==> src/ipcr_pkg.sv <==
// Constants and types shared by the plug and play configuration block
package ipcr_pkg;
  // Auto-configuration port addresses
  localparam logic [11:0] ADDR_PORT    = 12'h279;
  localparam logic [11:0] WDATA_PORT   = 12'hA79;
  localparam logic [1:0]  RD_PORT_LSB  = 2'h3;
  localparam logic [1:0]  ISA_TOP_ZERO = 2'h0;
  // Register indices
  localparam logic [7:0] IDX_RD_PORT  = 8'h00;
  localparam logic [7:0] IDX_SER_ISO  = 8'h01;
  localparam logic [7:0] IDX_CTRL     = 8'h02;
  localparam logic [7:0] IDX_WAKE     = 8'h03;
  localparam logic [7:0] IDX_RES_DATA = 8'h04;
  localparam logic [7:0] IDX_STATUS   = 8'h05;
  localparam logic [7:0] IDX_CSN      = 8'h06;
  localparam logic [7:0] IDX_LDN      = 8'h07;
  localparam logic [7:0] IDX_ACTIVATE = 8'h30;
  localparam logic [7:0] IDX_RANGE    = 8'h31;
  localparam logic [7:0] IDX_ROM_HI   = 8'h40;
  localparam logic [7:0] IDX_ROM_LO   = 8'h41;
  localparam logic [7:0] IDX_MEM_CTRL = 8'h42;
  localparam logic [7:0] IDX_IO_HI    = 8'h60;
  localparam logic [7:0] IDX_IO_LO    = 8'h61;
  // Field positions
  localparam int CTRL_RESET_BIT = 0;
  localparam int CTRL_WFK_BIT   = 1;
  localparam int CTRL_CSN_BIT   = 2;
  localparam int RC_SEL_BIT     = 0;
  localparam int RC_EN_BIT      = 1;
  // Writable masks and fixed values
  localparam logic [7:0] ROM_HI_WMASK   = 8'h0D;
  localparam logic [7:0] ROM_LO_WMASK   = 8'hC0;
  localparam logic [7:0] IO_HI_WMASK    = 8'h01;
  localparam logic [7:0] IO_HI_FIXED    = 8'h02;
  localparam logic [7:0] IO_LO_WMASK    = 8'hE0;
  localparam logic [7:0] LDN_VALUE      = 8'h00;
  localparam logic [7:0] MEM_CTRL_VALUE = 8'h00;
  localparam logic [7:0] READ_ZERO      = 8'h00;
  // Reset values
  localparam logic [7:0] RDPORT_RST = 8'h00;
  localparam logic [7:0] CSN_RST    = 8'h00;
  localparam logic [7:0] IDX_RST    = 8'h00;
  localparam logic       ACT_RST    = 1'b0;
  localparam logic [1:0] RC_RST     = 2'h0;
  localparam logic [7:0] ROM_RST    = 8'h00;
  localparam logic [7:0] IO_RST     = 8'h00;
  // Drive and sense patterns
  localparam logic [7:0] PAT_55       = 8'h55;
  localparam logic [7:0] PAT_AA       = 8'hAA;
  localparam logic [1:0] SENSE_FIRST  = 2'h1;
  localparam logic [1:0] SENSE_SECOND = 2'h2;
  // Initiation key and serial identifier
  localparam logic [7:0] KEY_SEED    = 8'h6A;
  localparam int         KEY_LEN     = 32;
  localparam int         SERIAL_BITS = 72;
  // Timing
  localparam int CLK_PERIOD_NS = 20;
  localparam int RES_FETCH_NS  = 100;
  localparam int RES_FETCH_CYC =
    (RES_FETCH_NS + CLK_PERIOD_NS - 1) / CLK_PERIOD_NS;

  typedef enum logic [1:0] {
    ST_WAIT_KEY, ST_SLEEP, ST_ISOLATION, ST_CONFIG
  } ipcr_state_type;

  typedef struct packed {
    logic [11:0] addr;
    logic        ior_n;
    logic        iow_n;
    logic [7:0]  data;
  } ipcr_isa_in_type;

  typedef struct packed {
    logic [7:0] data;
    logic       oe_n;
  } ipcr_isa_out_type;

  localparam ipcr_isa_in_type ISA_IDLE = '{12'h000, 1'b1, 1'b1, 8'h00};

  // Next value of the key sequence shift register
  function automatic logic [7:0] ipcr_key_next(input logic [7:0] v);
    return {v[1] ^ v[0], v[7:1]};
  endfunction
endpackage

==> src/ipcr_config_regs.sv <==
// Plug and play card and logical device configuration registers
`timescale 1ns/100ps
module ipcr_config_regs
  import ipcr_pkg::*;
#(
  // Serial identifier; the value is arbitrary
  parameter logic [SERIAL_BITS-1:0] SERIAL_ID = 72'h3C_0000_0001_1234_5678,
  // Bytes that follow the identifier in the resource data
  parameter logic [15:0]            RES_TAIL  = 16'h0079,
  parameter int                     RES_FETCH = RES_FETCH_CYC
) (
  // Clock and reset
  input  logic             i_clock,
  input  logic             i_rst,
  // ISA bus pins
  input  ipcr_isa_in_type  i_isa,
  output ipcr_isa_out_type o_isa,
  // Configuration outputs
  output ipcr_state_type   o_card_state,
  output logic             o_device_active,
  output logic [7:0]       o_boot_rom_base_hi,
  output logic [7:0]       o_boot_rom_base_lo,
  output logic [7:0]       o_io_base_hi,
  output logic [7:0]       o_io_base_lo
);
  localparam int          RES_LEN  = SERIAL_BITS / 8 + 2;
  localparam logic [6:0]  ISO_LAST = 7'(SERIAL_BITS - 1);

  if (SERIAL_BITS > 128 || RES_FETCH < 1) begin : g_bad
    $error("serial length or fetch time out of range");
  end

  ipcr_isa_in_type sync1_r;
  ipcr_isa_in_type sync2_r;
  logic            ior3_r;
  logic            iow3_r;

  ipcr_state_type  state_r;
  ipcr_state_type  state_nxt;
  logic [7:0]      idx_r;
  logic [7:0]      rd_port_r;
  logic [7:0]      csn_r;
  logic            act_r;
  logic [1:0]      rc_r;
  logic [7:0]      rom_hi_r;
  logic [7:0]      rom_lo_r;
  logic [7:0]      io_hi_r;
  logic [7:0]      io_lo_r;
  logic [6:0]      iso_idx_r;
  logic            iso_second_r;
  logic            iso_heard_r;
  logic [7:0]      out_data_r;
  logic            out_oe_n_r;
  logic [7:0]      rd_val;
  logic            key_ok;
  logic [7:0]      res_byte;
  logic            res_ready;

  // Every pin passes two flops; edges are taken on the second stage
  always_ff @(posedge i_clock) begin
    if (i_rst) begin
      sync1_r <= ISA_IDLE;
      sync2_r <= ISA_IDLE;
      ior3_r  <= 1'b1;
      iow3_r  <= 1'b1;
    end else begin
      sync1_r <= i_isa;
      sync2_r <= sync1_r;
      ior3_r  <= sync2_r.ior_n;
      iow3_r  <= sync2_r.iow_n;
    end
  end

  // Writes take effect at the end of the strobe, when data is stable
  wire iow_rise = sync2_r.iow_n && !iow3_r;
  wire ior_fall = !sync2_r.ior_n && ior3_r;
  wire ior_rise = sync2_r.ior_n && !ior3_r;
  wire [7:0] din = sync2_r.data;

  wire waiting = state_r == ST_WAIT_KEY;
  wire in_cfg  = state_r == ST_CONFIG;
  wire in_iso  = state_r == ST_ISOLATION;

  // Ports stay dead until the key has been seen
  wire wr_addr = iow_rise && sync2_r.addr == ADDR_PORT;
  wire wr_data = iow_rise && sync2_r.addr == WDATA_PORT && !waiting;
  wire [11:0] rd_port_addr = {ISA_TOP_ZERO, rd_port_r, RD_PORT_LSB};
  wire rd_hit  = sync2_r.addr == rd_port_addr && !waiting;

  wire ctrl_wr  = wr_data && idx_r == IDX_CTRL;
  // Commands are pulses, never stored, so they need no clearing
  wire cmd_reset = ctrl_wr && din[CTRL_RESET_BIT];
  wire cmd_wfk   = ctrl_wr && din[CTRL_WFK_BIT];
  wire cmd_csn0  = ctrl_wr && din[CTRL_CSN_BIT];
  wire wake_hit  = wr_data && idx_r == IDX_WAKE
                   && state_r == ST_SLEEP && din == csn_r;
  wire csn_wr    = wr_data && idx_r == IDX_CSN
                   && (in_iso || in_cfg);
  wire cfg_wr    = wr_data && in_cfg;

  // Range check is honoured only while the device is off
  wire range_on  = rc_r[RC_EN_BIT] && !act_r;
  wire [4:0] io_win = {IO_HI_FIXED[1], io_hi_r[0], io_lo_r[7:5]};
  wire range_hit = range_on && sync2_r.addr[11:10] == ISA_TOP_ZERO
                   && sync2_r.addr[9:5] == io_win;

  wire iso_read = rd_hit && idx_r == IDX_SER_ISO && in_iso;
  wire iso_bit  = SERIAL_ID[iso_idx_r];
  wire iso_rise = ior_rise && iso_read;
  wire iso_lose = iso_rise && iso_second_r && !iso_bit && iso_heard_r
                  && din[1:0] == SENSE_SECOND;

  wire [7:0] rc_pat  = rc_r[RC_SEL_BIT] ? PAT_55 : PAT_AA;
  wire [7:0] iso_pat = iso_second_r ? PAT_AA : PAT_55;
  // A zero serial bit leaves the bus floating so others can be sensed
  wire drv_cfg   = rd_hit && !(iso_read && !iso_bit);
  wire drive_set = ior_fall && (drv_cfg || range_hit);
  wire [7:0] drive_val = !rd_hit ? rc_pat
                       : iso_read ? iso_pat : rd_val;

  wire res_adv = ior_rise && rd_hit && idx_r == IDX_RES_DATA && in_cfg;

  // Index read selection; anything undefined reads zero
  always_comb begin
    unique case (idx_r)
      IDX_RES_DATA: rd_val = res_byte;
      IDX_STATUS:   rd_val = {7'h00, res_ready};
      IDX_CSN:      rd_val = csn_r;
      IDX_LDN:      rd_val = LDN_VALUE;
      IDX_ACTIVATE: rd_val = {7'h00, act_r};
      IDX_RANGE:    rd_val = {6'h00, rc_r};
      IDX_ROM_HI:   rd_val = rom_hi_r;
      IDX_ROM_LO:   rd_val = rom_lo_r;
      IDX_MEM_CTRL: rd_val = MEM_CTRL_VALUE;
      IDX_IO_HI:    rd_val = io_hi_r | IO_HI_FIXED;
      IDX_IO_LO:    rd_val = io_lo_r;
      default:      rd_val = READ_ZERO;
    endcase
  end

  always_comb begin
    state_nxt = state_r;
    if (key_ok) begin
      state_nxt = ST_SLEEP;
    end else if (cmd_wfk) begin
      state_nxt = ST_WAIT_KEY;
    end else if (wake_hit) begin
      state_nxt = din == 8'h00 ? ST_ISOLATION : ST_CONFIG;
    end else if (csn_wr && in_iso) begin
      state_nxt = ST_CONFIG;
    end else if (iso_lose) begin
      state_nxt = ST_SLEEP;
    end
  end

  always_ff @(posedge i_clock) begin
    if (i_rst) begin
      state_r <= ST_WAIT_KEY;
    end else begin
      state_r <= state_nxt;
    end
  end

  always_ff @(posedge i_clock) begin
    if (i_rst) begin
      idx_r <= IDX_RST;
    end else if (wr_addr && !waiting) begin
      idx_r <= din;
    end
  end

  always_ff @(posedge i_clock) begin
    if (i_rst) begin
      rd_port_r <= RDPORT_RST;
    end else if (wr_data && idx_r == IDX_RD_PORT) begin
      rd_port_r <= din;
    end
  end

  // The device reset command leaves the card number alone
  always_ff @(posedge i_clock) begin
    if (i_rst) begin
      csn_r <= CSN_RST;
    end else if (cmd_csn0) begin
      csn_r <= CSN_RST;
    end else if (csn_wr) begin
      csn_r <= din;
    end
  end

  always_ff @(posedge i_clock) begin
    if (i_rst || cmd_reset) begin
      act_r    <= ACT_RST;
      rc_r     <= RC_RST;
      rom_hi_r <= ROM_RST;
      rom_lo_r <= ROM_RST;
      io_hi_r  <= IO_RST;
      io_lo_r  <= IO_RST;
    end else if (cfg_wr) begin
      unique case (idx_r)
        IDX_ACTIVATE: act_r    <= din[0];
        IDX_RANGE:    rc_r     <= din[1:0];
        IDX_ROM_HI:   rom_hi_r <= din & ROM_HI_WMASK;
        IDX_ROM_LO:   rom_lo_r <= din & ROM_LO_WMASK;
        IDX_IO_HI:    io_hi_r  <= din & IO_HI_WMASK;
        IDX_IO_LO:    io_lo_r  <= din & IO_LO_WMASK;
        default:      act_r    <= act_r;
      endcase
    end
  end

  // Isolation walks the identifier one bit per read pair
  always_ff @(posedge i_clock) begin
    if (i_rst || wake_hit || key_ok) begin
      iso_idx_r    <= 7'h00;
      iso_second_r <= 1'b0;
      iso_heard_r  <= 1'b0;
    end else if (iso_rise && !iso_second_r) begin
      iso_second_r <= 1'b1;
      iso_heard_r  <= !iso_bit && din[1:0] == SENSE_FIRST;
    end else if (iso_rise) begin
      iso_second_r <= 1'b0;
      iso_heard_r  <= 1'b0;
      if (!iso_lose && iso_idx_r != ISO_LAST) begin
        iso_idx_r <= iso_idx_r + 7'h01;
      end
    end
  end

  // Data is held from the start of the read strobe to its end
  always_ff @(posedge i_clock) begin
    if (i_rst) begin
      out_data_r <= READ_ZERO;
      out_oe_n_r <= 1'b1;
    end else if (ior_rise) begin
      out_oe_n_r <= 1'b1;
    end else if (drive_set) begin
      out_data_r <= drive_val;
      out_oe_n_r <= 1'b0;
    end
  end

  ipcr_key_detect u_key (
    .i_clock  (i_clock),
    .i_rst    (i_rst),
    .i_wr     (wr_addr && waiting),
    .i_data   (din),
    .o_key_ok (key_ok)
  );

  ipcr_res_reader #(
    .RES_LEN   (RES_LEN),
    .RES_IMAGE ({RES_TAIL, SERIAL_ID}),
    .FETCH_CYC (RES_FETCH)
  ) u_res (
    .i_clock   (i_clock),
    .i_rst     (i_rst),
    .i_restart (wake_hit || key_ok),
    .i_advance (res_adv),
    .o_byte    (res_byte),
    .o_ready   (res_ready)
  );

  assign o_isa.data         = out_data_r;
  assign o_isa.oe_n         = out_oe_n_r;
  assign o_card_state       = state_r;
  assign o_device_active    = act_r;
  assign o_boot_rom_base_hi = rom_hi_r;
  assign o_boot_rom_base_lo = rom_lo_r;
  assign o_io_base_hi       = io_hi_r;
  assign o_io_base_lo       = io_lo_r;

  chk_rdport_decode: assert property (@(posedge i_clock) disable iff (i_rst)
    ior_fall && !waiting && !range_hit
    && sync2_r.addr[1:0] != RD_PORT_LSB |=> out_oe_n_r)
    else $error("read port answered with low address bits not set");

  chk_ctrl_reset: assert property (@(posedge i_clock) disable iff (i_rst)
    cmd_reset && !cmd_csn0 |=> !act_r && rc_r == RC_RST
    && io_lo_r == IO_RST && $stable(csn_r))
    else $error("reset command left registers or changed card number");

  chk_ctrl_wfk: assert property (@(posedge i_clock) disable iff (i_rst)
    cmd_wfk && !cmd_csn0 |=> state_r == ST_WAIT_KEY
    && $stable(csn_r))
    else $error("wait-for-key command not obeyed");

  chk_csn_clear: assert property (@(posedge i_clock) disable iff (i_rst)
    cmd_csn0 |=> csn_r == CSN_RST ##1 csn_r == CSN_RST || $past(csn_wr))
    else $error("card number not cleared");

  chk_wake_move: assert property (@(posedge i_clock) disable iff (i_rst)
    wake_hit && !cmd_wfk |=> state_r == ($past(din) == 8'h00
    ? ST_ISOLATION : ST_CONFIG))
    else $error("wake command went to the wrong state");

  chk_wake_ignore: assert property (@(posedge i_clock) disable iff (i_rst)
    wr_data && idx_r == IDX_WAKE && din != csn_r
    && state_r == ST_SLEEP |=> state_r == ST_SLEEP)
    else $error("wake with another card number changed state");

  chk_ldn_zero: assert property (@(posedge i_clock) disable iff (i_rst)
    drive_set && rd_hit && !iso_read && (idx_r == IDX_LDN
    || idx_r == IDX_MEM_CTRL) |=> !o_isa.oe_n
    && o_isa.data == READ_ZERO)
    else $error("fixed-zero index read a nonzero value");

  chk_status_bit: assert property (@(posedge i_clock) disable iff (i_rst)
    drive_set && rd_hit && idx_r == IDX_STATUS
    |=> o_isa.data == {7'h00, $past(res_ready)})
    else $error("status read does not show resource ready");

  chk_range_pat: assert property (@(posedge i_clock) disable iff (i_rst)
    ior_fall && range_hit && !rd_hit |=> !o_isa.oe_n
    && o_isa.data == ($past(rc_r[RC_SEL_BIT]) ? PAT_55 : PAT_AA))
    else $error("range check answered with the wrong pattern");

  chk_range_off: assert property (@(posedge i_clock) disable iff (i_rst)
    act_r && ior_fall && !rd_hit |=> o_isa.oe_n)
    else $error("range check answered while the device is active");

  chk_iso_drive: assert property (@(posedge i_clock) disable iff (i_rst)
    ior_fall && iso_read |=> o_isa.oe_n == !$past(iso_bit)
    && (o_isa.oe_n || o_isa.data == $past(iso_pat)))
    else $error("isolation read drove the bus wrongly");

  chk_iso_step: assert property (@(posedge i_clock) disable iff (i_rst)
    iso_rise && iso_second_r && !iso_lose && iso_idx_r != ISO_LAST
    && !wake_hit |=> iso_idx_r == $past(iso_idx_r) + 7'h01)
    else $error("serial bit pointer did not advance after a pair");

  chk_cfg_guard: assert property (@(posedge i_clock) disable iff (i_rst)
    wr_data && !in_cfg && idx_r != IDX_CTRL |=> $stable(act_r)
    && $stable(rc_r) && $stable(io_hi_r) && $stable(rom_lo_r))
    else $error("device register written outside config state");

  chk_rom_mask: assert property (@(posedge i_clock) disable iff (i_rst)
    (rom_hi_r & ~ROM_HI_WMASK) == 8'h00
    && (rom_lo_r & ~ROM_LO_WMASK) == 8'h00)
    else $error("boot rom base fixed-zero bit is set");

  chk_io_fixed: assert property (@(posedge i_clock) disable iff (i_rst)
    drive_set && rd_hit && (idx_r == IDX_IO_HI || idx_r == IDX_IO_LO)
    |=> (idx_r == IDX_IO_HI) ? o_isa.data[7:1] == 7'h01
    : o_isa.data[4:0] == 5'h00)
    else $error("io base read-only bits read wrong");

  chk_key_ports: assert property (@(posedge i_clock) disable iff (i_rst)
    waiting && ior_fall && !range_hit |=> o_isa.oe_n)
    else $error("read port answered before the key");
endmodule

==> src/ipcr_key_detect.sv <==
// Initiation key detector on address port writes
`timescale 1ns/100ps
module ipcr_key_detect
  import ipcr_pkg::*;
(
  // Clock and reset
  input  logic       i_clock,
  input  logic       i_rst,
  // Address port writes while waiting for the key
  input  logic       i_wr,
  input  logic [7:0] i_data,
  // One-cycle pulse when the full key was seen
  output logic       o_key_ok
);
  localparam logic [4:0] KEY_LAST = 5'(KEY_LEN - 1);

  logic [4:0] cnt_r;
  logic [7:0] exp_r;

  wire match = i_data == exp_r;

  always_ff @(posedge i_clock) begin
    if (i_rst) begin
      cnt_r    <= 5'h00;
      exp_r    <= KEY_SEED;
      o_key_ok <= 1'b0;
    end else begin
      o_key_ok <= i_wr && match && cnt_r == KEY_LAST;
      if (i_wr && match && cnt_r == KEY_LAST) begin
        cnt_r <= 5'h00;
        exp_r <= KEY_SEED;
      end else if (i_wr && match) begin
        cnt_r <= cnt_r + 5'h01;
        exp_r <= ipcr_key_next(exp_r);
      end else if (i_wr && i_data == KEY_SEED) begin
        // A mismatch that is itself the first value restarts at step two
        cnt_r <= 5'h01;
        exp_r <= ipcr_key_next(KEY_SEED);
      end else if (i_wr) begin
        cnt_r <= 5'h00;
        exp_r <= KEY_SEED;
      end
    end
  end

  chk_key_restart: assert property (@(posedge i_clock) disable iff (i_rst)
    i_wr && !match && i_data != KEY_SEED |=> cnt_r == 5'h00 && !o_key_ok)
    else $error("key sequence not restarted on mismatch");
  chk_key_done: assert property (@(posedge i_clock) disable iff (i_rst)
    o_key_ok |-> $past(cnt_r) == KEY_LAST && $past(i_wr))
    else $error("key accepted before the full sequence");
endmodule

==> src/ipcr_res_reader.sv <==
// Resource data readout with a ready flag per byte
`timescale 1ns/100ps
module ipcr_res_reader
  import ipcr_pkg::*;
#(
  parameter int                    RES_LEN   = 11,
  parameter logic [8*RES_LEN-1:0]  RES_IMAGE = '0,
  parameter int                    FETCH_CYC = RES_FETCH_CYC
) (
  // Clock and reset
  input  logic       i_clock,
  input  logic       i_rst,
  // Control
  input  logic       i_restart,
  input  logic       i_advance,
  // Data and ready
  output logic [7:0] o_byte,
  output logic       o_ready
);
  localparam int PW = $clog2(RES_LEN + 1);
  localparam int CW = $clog2(FETCH_CYC + 1);
  localparam int RDY_DLY = FETCH_CYC;

  if (RES_LEN < 1 || FETCH_CYC < 1) begin : g_bad
    $error("resource length and fetch time must be at least one");
  end

  logic [7:0]    rom [RES_LEN];
  logic [PW-1:0] ptr_r;
  logic [CW-1:0] cnt_r;

  for (genvar k = 0; k < RES_LEN; k++) begin : g_rom
    assign rom[k] = RES_IMAGE[8*k +: 8];
  end

  wire at_end = ptr_r == PW'(RES_LEN);
  // Past the image the readout returns zero bytes
  assign o_byte = at_end ? READ_ZERO : rom[ptr_r];

  always_ff @(posedge i_clock) begin
    if (i_rst || i_restart) begin
      ptr_r   <= '0;
      cnt_r   <= '0;
      o_ready <= 1'b1;
    end else if (i_advance && o_ready) begin
      // Reads made before ready are ignored; the host polls first
      ptr_r   <= at_end ? ptr_r : ptr_r + PW'(1);
      cnt_r   <= CW'(FETCH_CYC - 1);
      o_ready <= 1'b0;
    end else if (!o_ready && cnt_r == '0) begin
      o_ready <= 1'b1;
    end else if (!o_ready) begin
      cnt_r <= cnt_r - CW'(1);
    end
  end

  chk_ready_cycle: assert property (@(posedge i_clock)
    disable iff (i_rst || i_restart)
    i_advance && o_ready |=> !o_ready ##[RDY_DLY:RDY_DLY] o_ready)
    else $error("resource ready did not return on time");
endmodule

==> config.mk <==
export PLATFORM = sky130hd
export DESIGN_NAME = ipcr_config_regs
export DESIGN_NICKNAME = d
export VERILOG_FILES = /design/src/ipcr_pkg.sv /design/src/ipcr_config_regs.sv /design/src/ipcr_key_detect.sv /design/src/ipcr_res_reader.sv
export SDC_FILE = /design/constraint.sdc
export NUM_CORES = 1
export LEC_CHECK = 0
export ABC_AREA = 1
export BUFFER_PORTS_ARGS = -buffer_cell sky130_fd_sc_hd__buf_2
export CAP_MARGIN = 40
export CORE_UTILIZATION = 40
export CTS_BUF_LIST = sky130_fd_sc_hd__clkbuf_2 sky130_fd_sc_hd__clkbuf_4 sky130_fd_sc_hd__clkbuf_8
export DETAILED_ROUTE_END_ITERATION = 16
export SLEW_MARGIN = 25
export SYNTH_ARGS = -nofsm -noshare
export SYNTH_HDL_FRONTEND = slang
export SYNTH_SLANG_ARGS = --single-unit
==> constraint.sdc <==
create_clock -name i_clock -period 2.4 [get_ports i_clock]
set_input_delay 0 -clock i_clock [delete_from_list [all_inputs] [get_ports i_clock]]
set_output_delay 0 -clock i_clock [all_outputs]
set_load 0.02 [all_outputs]
Word-level counts from Yosys, hierarchy flattened
Memories as Yosys holds them, arrays and structs flattened. A register that Yosys moved wholly into a read port is not among the register bits.
Cells that the tools add are included.
Widths: inputs -> output; s select.

storage, ports and cells
  register bits after elaboration = 124
  bits in latches = 0
  memory bits (writable) = 0
  bits in read-only memories = 256
  input port bits = 24
  word-level logic and storage cells = 196
  memories kept = 2

operators by class
  $add $sub $neg = 4
  multipliers = 0
  divide/modulo/power cells = 0
  $lt $le $gt $ge = 2
  equality and inequality tests = 29
  shift operators = 0
  mux-type cells = 31
  bitwise gates (word level) = 7
  reduce and logical (&&, ||, !) cells = 88

memories
  name              depth  bits a word  rd ports  clocked after memory_dff  wr ports  RTL line                 source
  (name not given)  16     8            1         0                         0         ipcr_res_reader.sv:38    assign o_byte = at_end ? READ_ZERO : rom[ptr_r];
  (name not given)  128    1            1         1                         0         ipcr_config_regs.sv:108  wire iso_bit = SERIAL_ID[iso_idx_r];

operators with widths
  operator              count
  $mux 8                10
  $pmux 8 s9            1
  $logic_and 1x1->1     45
  $eq 8x7->1 const B    5
  $eq 8x3->1 const B    3
  $reduce_and 2->1      10
  $eq 8x2->1 const B    2
  $eq 8x6->1 const B    2
  $eq 8x8->1            2
  $logic_not 8->1       2
  $mux 5                3
  $mux 7                2
  $eq 12x10->1          1
  $eq 12x10->1 const B  1
  $eq 12x12->1 const B  1
  $logic_not 1->1       10
  $mux 1                9
  $mux 3                3
  $eq 8x1->1 const B    1
  $lt 7x8->1 const B    1
  $reduce_or 2->1       4
  $add 7x1->7 const B   1
  $logic_or 1x1->1      7
  $ne 7x7->1 const B    1
  other kinds (22)      34

Longest topological paths before layout
  word-level depth = 15
  gate-level depth with buffers = 19
  depth with buffers taken out = 19

Hierarchy
Synthesis repeated with hierarchy kept, for this count alone.

unflattened totals
  cells, all modules = 936
  area total of the unflattened synthesis = 6671.4 um2

modules (own cells, without submodules)
  module            instances  cells each  area an instance (um2)
  ipcr_config_regs  1          696         5027.3
  ipcr_key_detect   1          163         1098.6
  ipcr_res_reader   1          77          545.5

Least setup slack after synthesis
OpenSTA, ideal clock, no wires.

  path kind = register to register
  start = register state_r[1] (netlist: o_card_state[1])
  end = register iso_bit (netlist name)
  setup time = 0.066 ns
  arrival = 2.228 ns
  slack = 0.106 ns
  stages on the path, launching flop included = 20
  buffers on the path = 0
  period minus slack after synthesis = 2.294 ns
  path through = dfxtp_1 inv_2 nand2_2 nand2_2 nor2_4 nand2_1 nor2_2 nand4_2 nor2_4 nand3_1 nand2_1 nor2_2 ha_1 inv_1 nand2_1 nand3_1 nand2_1 nand2_1 nand3_2 a21oi_2

RTL lines
  item                    RTL line                 source
  from (decl)             ipcr_config_regs.sv:38   ipcr_state_type state_r;
  from (signal assigned)  ipcr_config_regs.sv:160  state_r <= state_nxt;

==> qor_table.md <==
| Quantity | This run |
| --- | --- |
| Result of the run | finished clean |
| Filler Cell Count | 1,515 |
| Post-layout minimum cycle time | 2.38 ns |
| Storage element area | 0.00253 mm2 |
| Worst-path cell with the longest stage delay | dfxtp_2 |
| Fin. max-slew vios | 0 |
| Met1 usage in global routing | 29.0% |
| Final Cycle Share | 99.0% |
| Top-level port count | 68 |
| Simple-gate portion of the synthesized area | 29.0% |
| Number of max-capacitance violations reported | 0 |
| Number of enable-type register cells in the synthesized netlist | 0 |
| Pleak | 3.47 nW |
| Source of the worst register-to-register timing path | idx_r[7]$_SDFFE_PP0P_ |
| Hold endpoint | sync1_r[9]$_SDFF_PP1_ |
| Synth warnings | 0 |
| Worst hold path stage count | 3 |
| Leading cell type in the layout, fill and taps excluded | nand2_1 |
| Average vias per placed instance | 4.75 |
| Slew of the pin with the lowest slew margin | 0.702 ns |
| Clock Skews | 0.0125 ns |
| Longest individual stage delay on the worst path | 0.34 ns |
| Largest family of logic cells by synthesized area | simple AND/OR/NAND/NOR gates |
| Number of standard cells in the final layout excluding fillers | 1,226 |
| Number of buffers added by the clock tree synthesis step | 17 |
| Final instance area | 0.00777 mm2 |
| Summed instance area of the synthesized netlist | 0.00627 mm2 |
| Final-report hold violation count | 0 |
| Register bit count reported by yosys | 125 |
| Post-synthesis share of cell area spent on xor and xnor gates | 1.68% |
| Synthesized instance count | 889 |
| Clock slew at reported path FFs | 0.07 ns |
| Kind of critical path | reg2reg |
| Effective utilization at floorplan | 41.1% |
| Kind of cell adding the most delay to the critical path | simple AND/OR/NAND/NOR gates |
| Power density cells | 571 mW/mm2 |
| Largest voltage drop on the vdd net | 0.000461 V |
| Unrepaired setup endpoints after global routing | yes |
| Number of DRC markers after the initial detailed-route iteration | 453 |
| Remaining global-route overflow | 0 |
| Fraction of synthesized area in multiplexers | 0% |
| Maximum clock rate | 0.421 GHz |
| Die X-Extent | 127 um |
| Terminus of the critical flop-to-flop path | iso_bit$_DFF_P_ |
| Sink count of the clock tree | 125 |
| Y dimension of the die | 127 um |
| Global routing usage on met3 | 4.56% |
| Min Hold Slack | 0.270 ns |
| Area growth from synthesis to final layout | 23.9% |
| Post-synthesis compound-gate area fraction | 13.5% |
| Worst hold path class | in2reg |
| FP Rows | 45 |
| Worst relative slew slack | 53.2% |
| Setup TNS | 0 ns |
| I/O Buffers | 44 |
| Total length of routed wires | 16,500 um |
| Largest net degree at the start of global routing | 48 |
| Final layout net count | 1,037 |
| Placement Setup Slack | 0.0186 ns |
| Initial antenna violation count | 0 |
| Combined area of the multi-input logic cells | 0.00314 mm2 |
| Count of final setup violators | 0 |
| Top Usage Layer GRT | met2 |
| Final Worst Setup Slack | 0.0241 ns |
| Most used cells in the layout excluding fill and tap cells | nand2_1 (166), inv_1 (142), dfxtp_1 (108) |
| Most frequently used flop master after synthesis | dfxtp_1 |
| Full die area | 0.0162 mm2 |
| Clk_lat worst skew | 0.45 ns |
| Post-placement cell count | 1,166 |
| Core outline area | 0.0153 mm2 |
| Total cell area at the placement stage | 0.00689 mm2 |
| Share of cells above drive strength 1 | 22.3% |
| RePlAce Congestion | 0.981 |
| Dpl hpwl | 12,300 um |
| Detail-routed net length per standard cell | 13.5 um |
| Maximum fanout count along the critical path | 4 |
| First-pass GRT wire length | 26,700 um |
| Adder and majority cell fraction of the synthesized area | 2.19% |
| Grt met2 use | 33.4% |
| Average size of a mapped cell | 7.06 um2 |
| Req. time, crit path | 2.74 ns |
| Kind of end point of the critical path | flop |
| DR DRC count | 0 |
| Total iterations of the first detailed-routing run | 6 |
| Maximum number of buffers from clock root to sink | 2 |
| Netlist cell types | 44 |
| Post-route core utilization | 50.9% |
| Via Count | 5,818 |
| Final Total Pwr | 4.44 mW |
| List of cells traversed by the critical path | nor2_2 > nand3_4 > inv_2 > nand3_2 > nor3_4 > nand4_1 > nand2_2 > nand2_2 > nor2_4 > buf_4 > ha_1 > inv_1 > nand2_1 > nand3_1 > nand2_1 > nand2_1 > nand3_2 > a21oi_2 |
| Buf+Inv Stages, Crit Path | 3 |
| Root cell of the clock tree | clkbuf_8 |
| Number of levels in the clock H-tree | 4 |
| Worst r2r path cells | 18 |
| Via count of the first global-routing pass | 5,380 |
| Cell seen most often among critical-path stages | nand2_1 |
| GRT Overall Usage | 21.3% |
| Data arrival time of the worst path | 2.71 ns |
| CP startpoint kind | flop |
| Remaining antenna violation count | 0 |
| Launch instance of the worst min-delay path | i_isa[9] |
| Share of synthesized registers carrying an async set or reset | 0% |
| TritonCTS clock tree | done |
| Sequential area share after synthesis | 39.9% |
| # diodes | 0 |
| Worst-case register-to-register setup slack | 0.02 ns |
-- power breakdown --
| group | leakage, nW | internal (mW) | total [mW] | switching [mW] |
|---|---|---|---|---|
| sequential | 1.03 | 2.11 | 2.13 | 0.0207 |
| clock | 0.220 | 1.18 | 2.06 | 0.881 |
| combinational | 2.23 | 0.0987 | 0.255 | 0.157 |
-- worst min-delay path, cell delays in order --
cell           delay, ns
dlygate4sd3_1       0.51
buf_2               0.09
or2_2               0.08
-- how the worst max path moves through the flow --
stage                                            start               to  slack [ns]  cells past startpoint
after CTS                       sync2_r[17]$_SDFF_PP0_  iso_bit$_DFF_P_       0.005                     17
after detailed placement        sync2_r[19]$_SDFF_PP0_  iso_bit$_DFF_P_        0.02                     17
final                            idx_r[7]$_SDFFE_PP0P_  iso_bit$_DFF_P_        0.02                     18
after global placement          sync2_r[15]$_SDFF_PP0_  iso_bit$_DFF_P_        0.05                     20
after floorplan           o_card_state[1]$_SDFFE_PP0P_  iso_bit$_DFF_P_        0.11                     19
after global routing             idx_r[7]$_SDFFE_PP0P_  iso_bit$_DFF_P_       -0.09                     18
-- cell families after synthesis --
group | count (synthesis)
adders and majority gates | 11
DFF | 125
xor gates and xnor gates | 12
other | 1
buffers and inverters | 200
AOI/OAI and AO/OA | 145
and+or+nand+nor | 395
-- synth_stat cells (10+ instances only) --
master | number | area, um2
clkbuf_1 | 12 | 45.0
nor4_1 | 10 | 62.6
o21ai_0 | 49 | 245
xor2_1 | 11 | 96.3
nand3_1 | 26 | 130
inv_2 | 10 | 37.5
nor2_1 | 108 | 405
dfxtp_1 | 125 | 2500
buf_4 | 27 | 203
inv_1 | 148 | 556
nand2_1 | 177 | 664
nand4_1 | 19 | 119
ha_1 | 11 | 138
nor3_1 | 13 | 65.1
nor2_4 | 10 | 113
a21oi_1 | 62 | 310
-- registers in the layout, indices dropped and copies added, names as in the netlist, 2 cells and up --
name and cells:
o_boot_rom_base_hi 3, o_boot_rom_base_lo 2, csn_r 8, u_key.exp_r 8
rc_r 2, o_io_base_lo 3, u_res.cnt_r 3, out_data_r 8
idx_r 8, iso_idx_r 7, rd_port_r 8, u_res.ptr_r 4
din 8, sync1_r 22, u_key.cnt_r 5, o_card_state 2
sync2_r 14
-- what timing repair did --
action / in CTS / in global routing
setup buffers: 0 / 5
endpoints found under the setup margin: 1 / 3
hold buffers: 23 / 0
pin swaps: 0 / 16
endpoints found under the hold margin: 23 / 0
resized for setup: 3 / 57
-- layout make-up --
cell class | instances | share of cell area, %
multi-input cells | 586 | 40.4
flip-flops and latches | 125 | 32.6
repair buffers | 113 | 10.3
inverters | 159 | 7.69
well taps | 211 | 3.40
clock buffers | 19 | 3.28
clock inverters | 13 | 2.43
-- layer usage --
| layer | share of wire, % | vias to the layer above | routed length [um] |
|---|---|---|---|
| met4 | 1.7 | 0 | 277 |
| met3 | 5.6 | 23 | 922 |
| met1 | 48 | 2620 | 7910 |
| met5 | 0 | - | 0 |
| met2 | 45 | 171 | 7410 |
| li1 | - | 3004 | - |
Note: power is estimated with default switching activity, not from simulation.
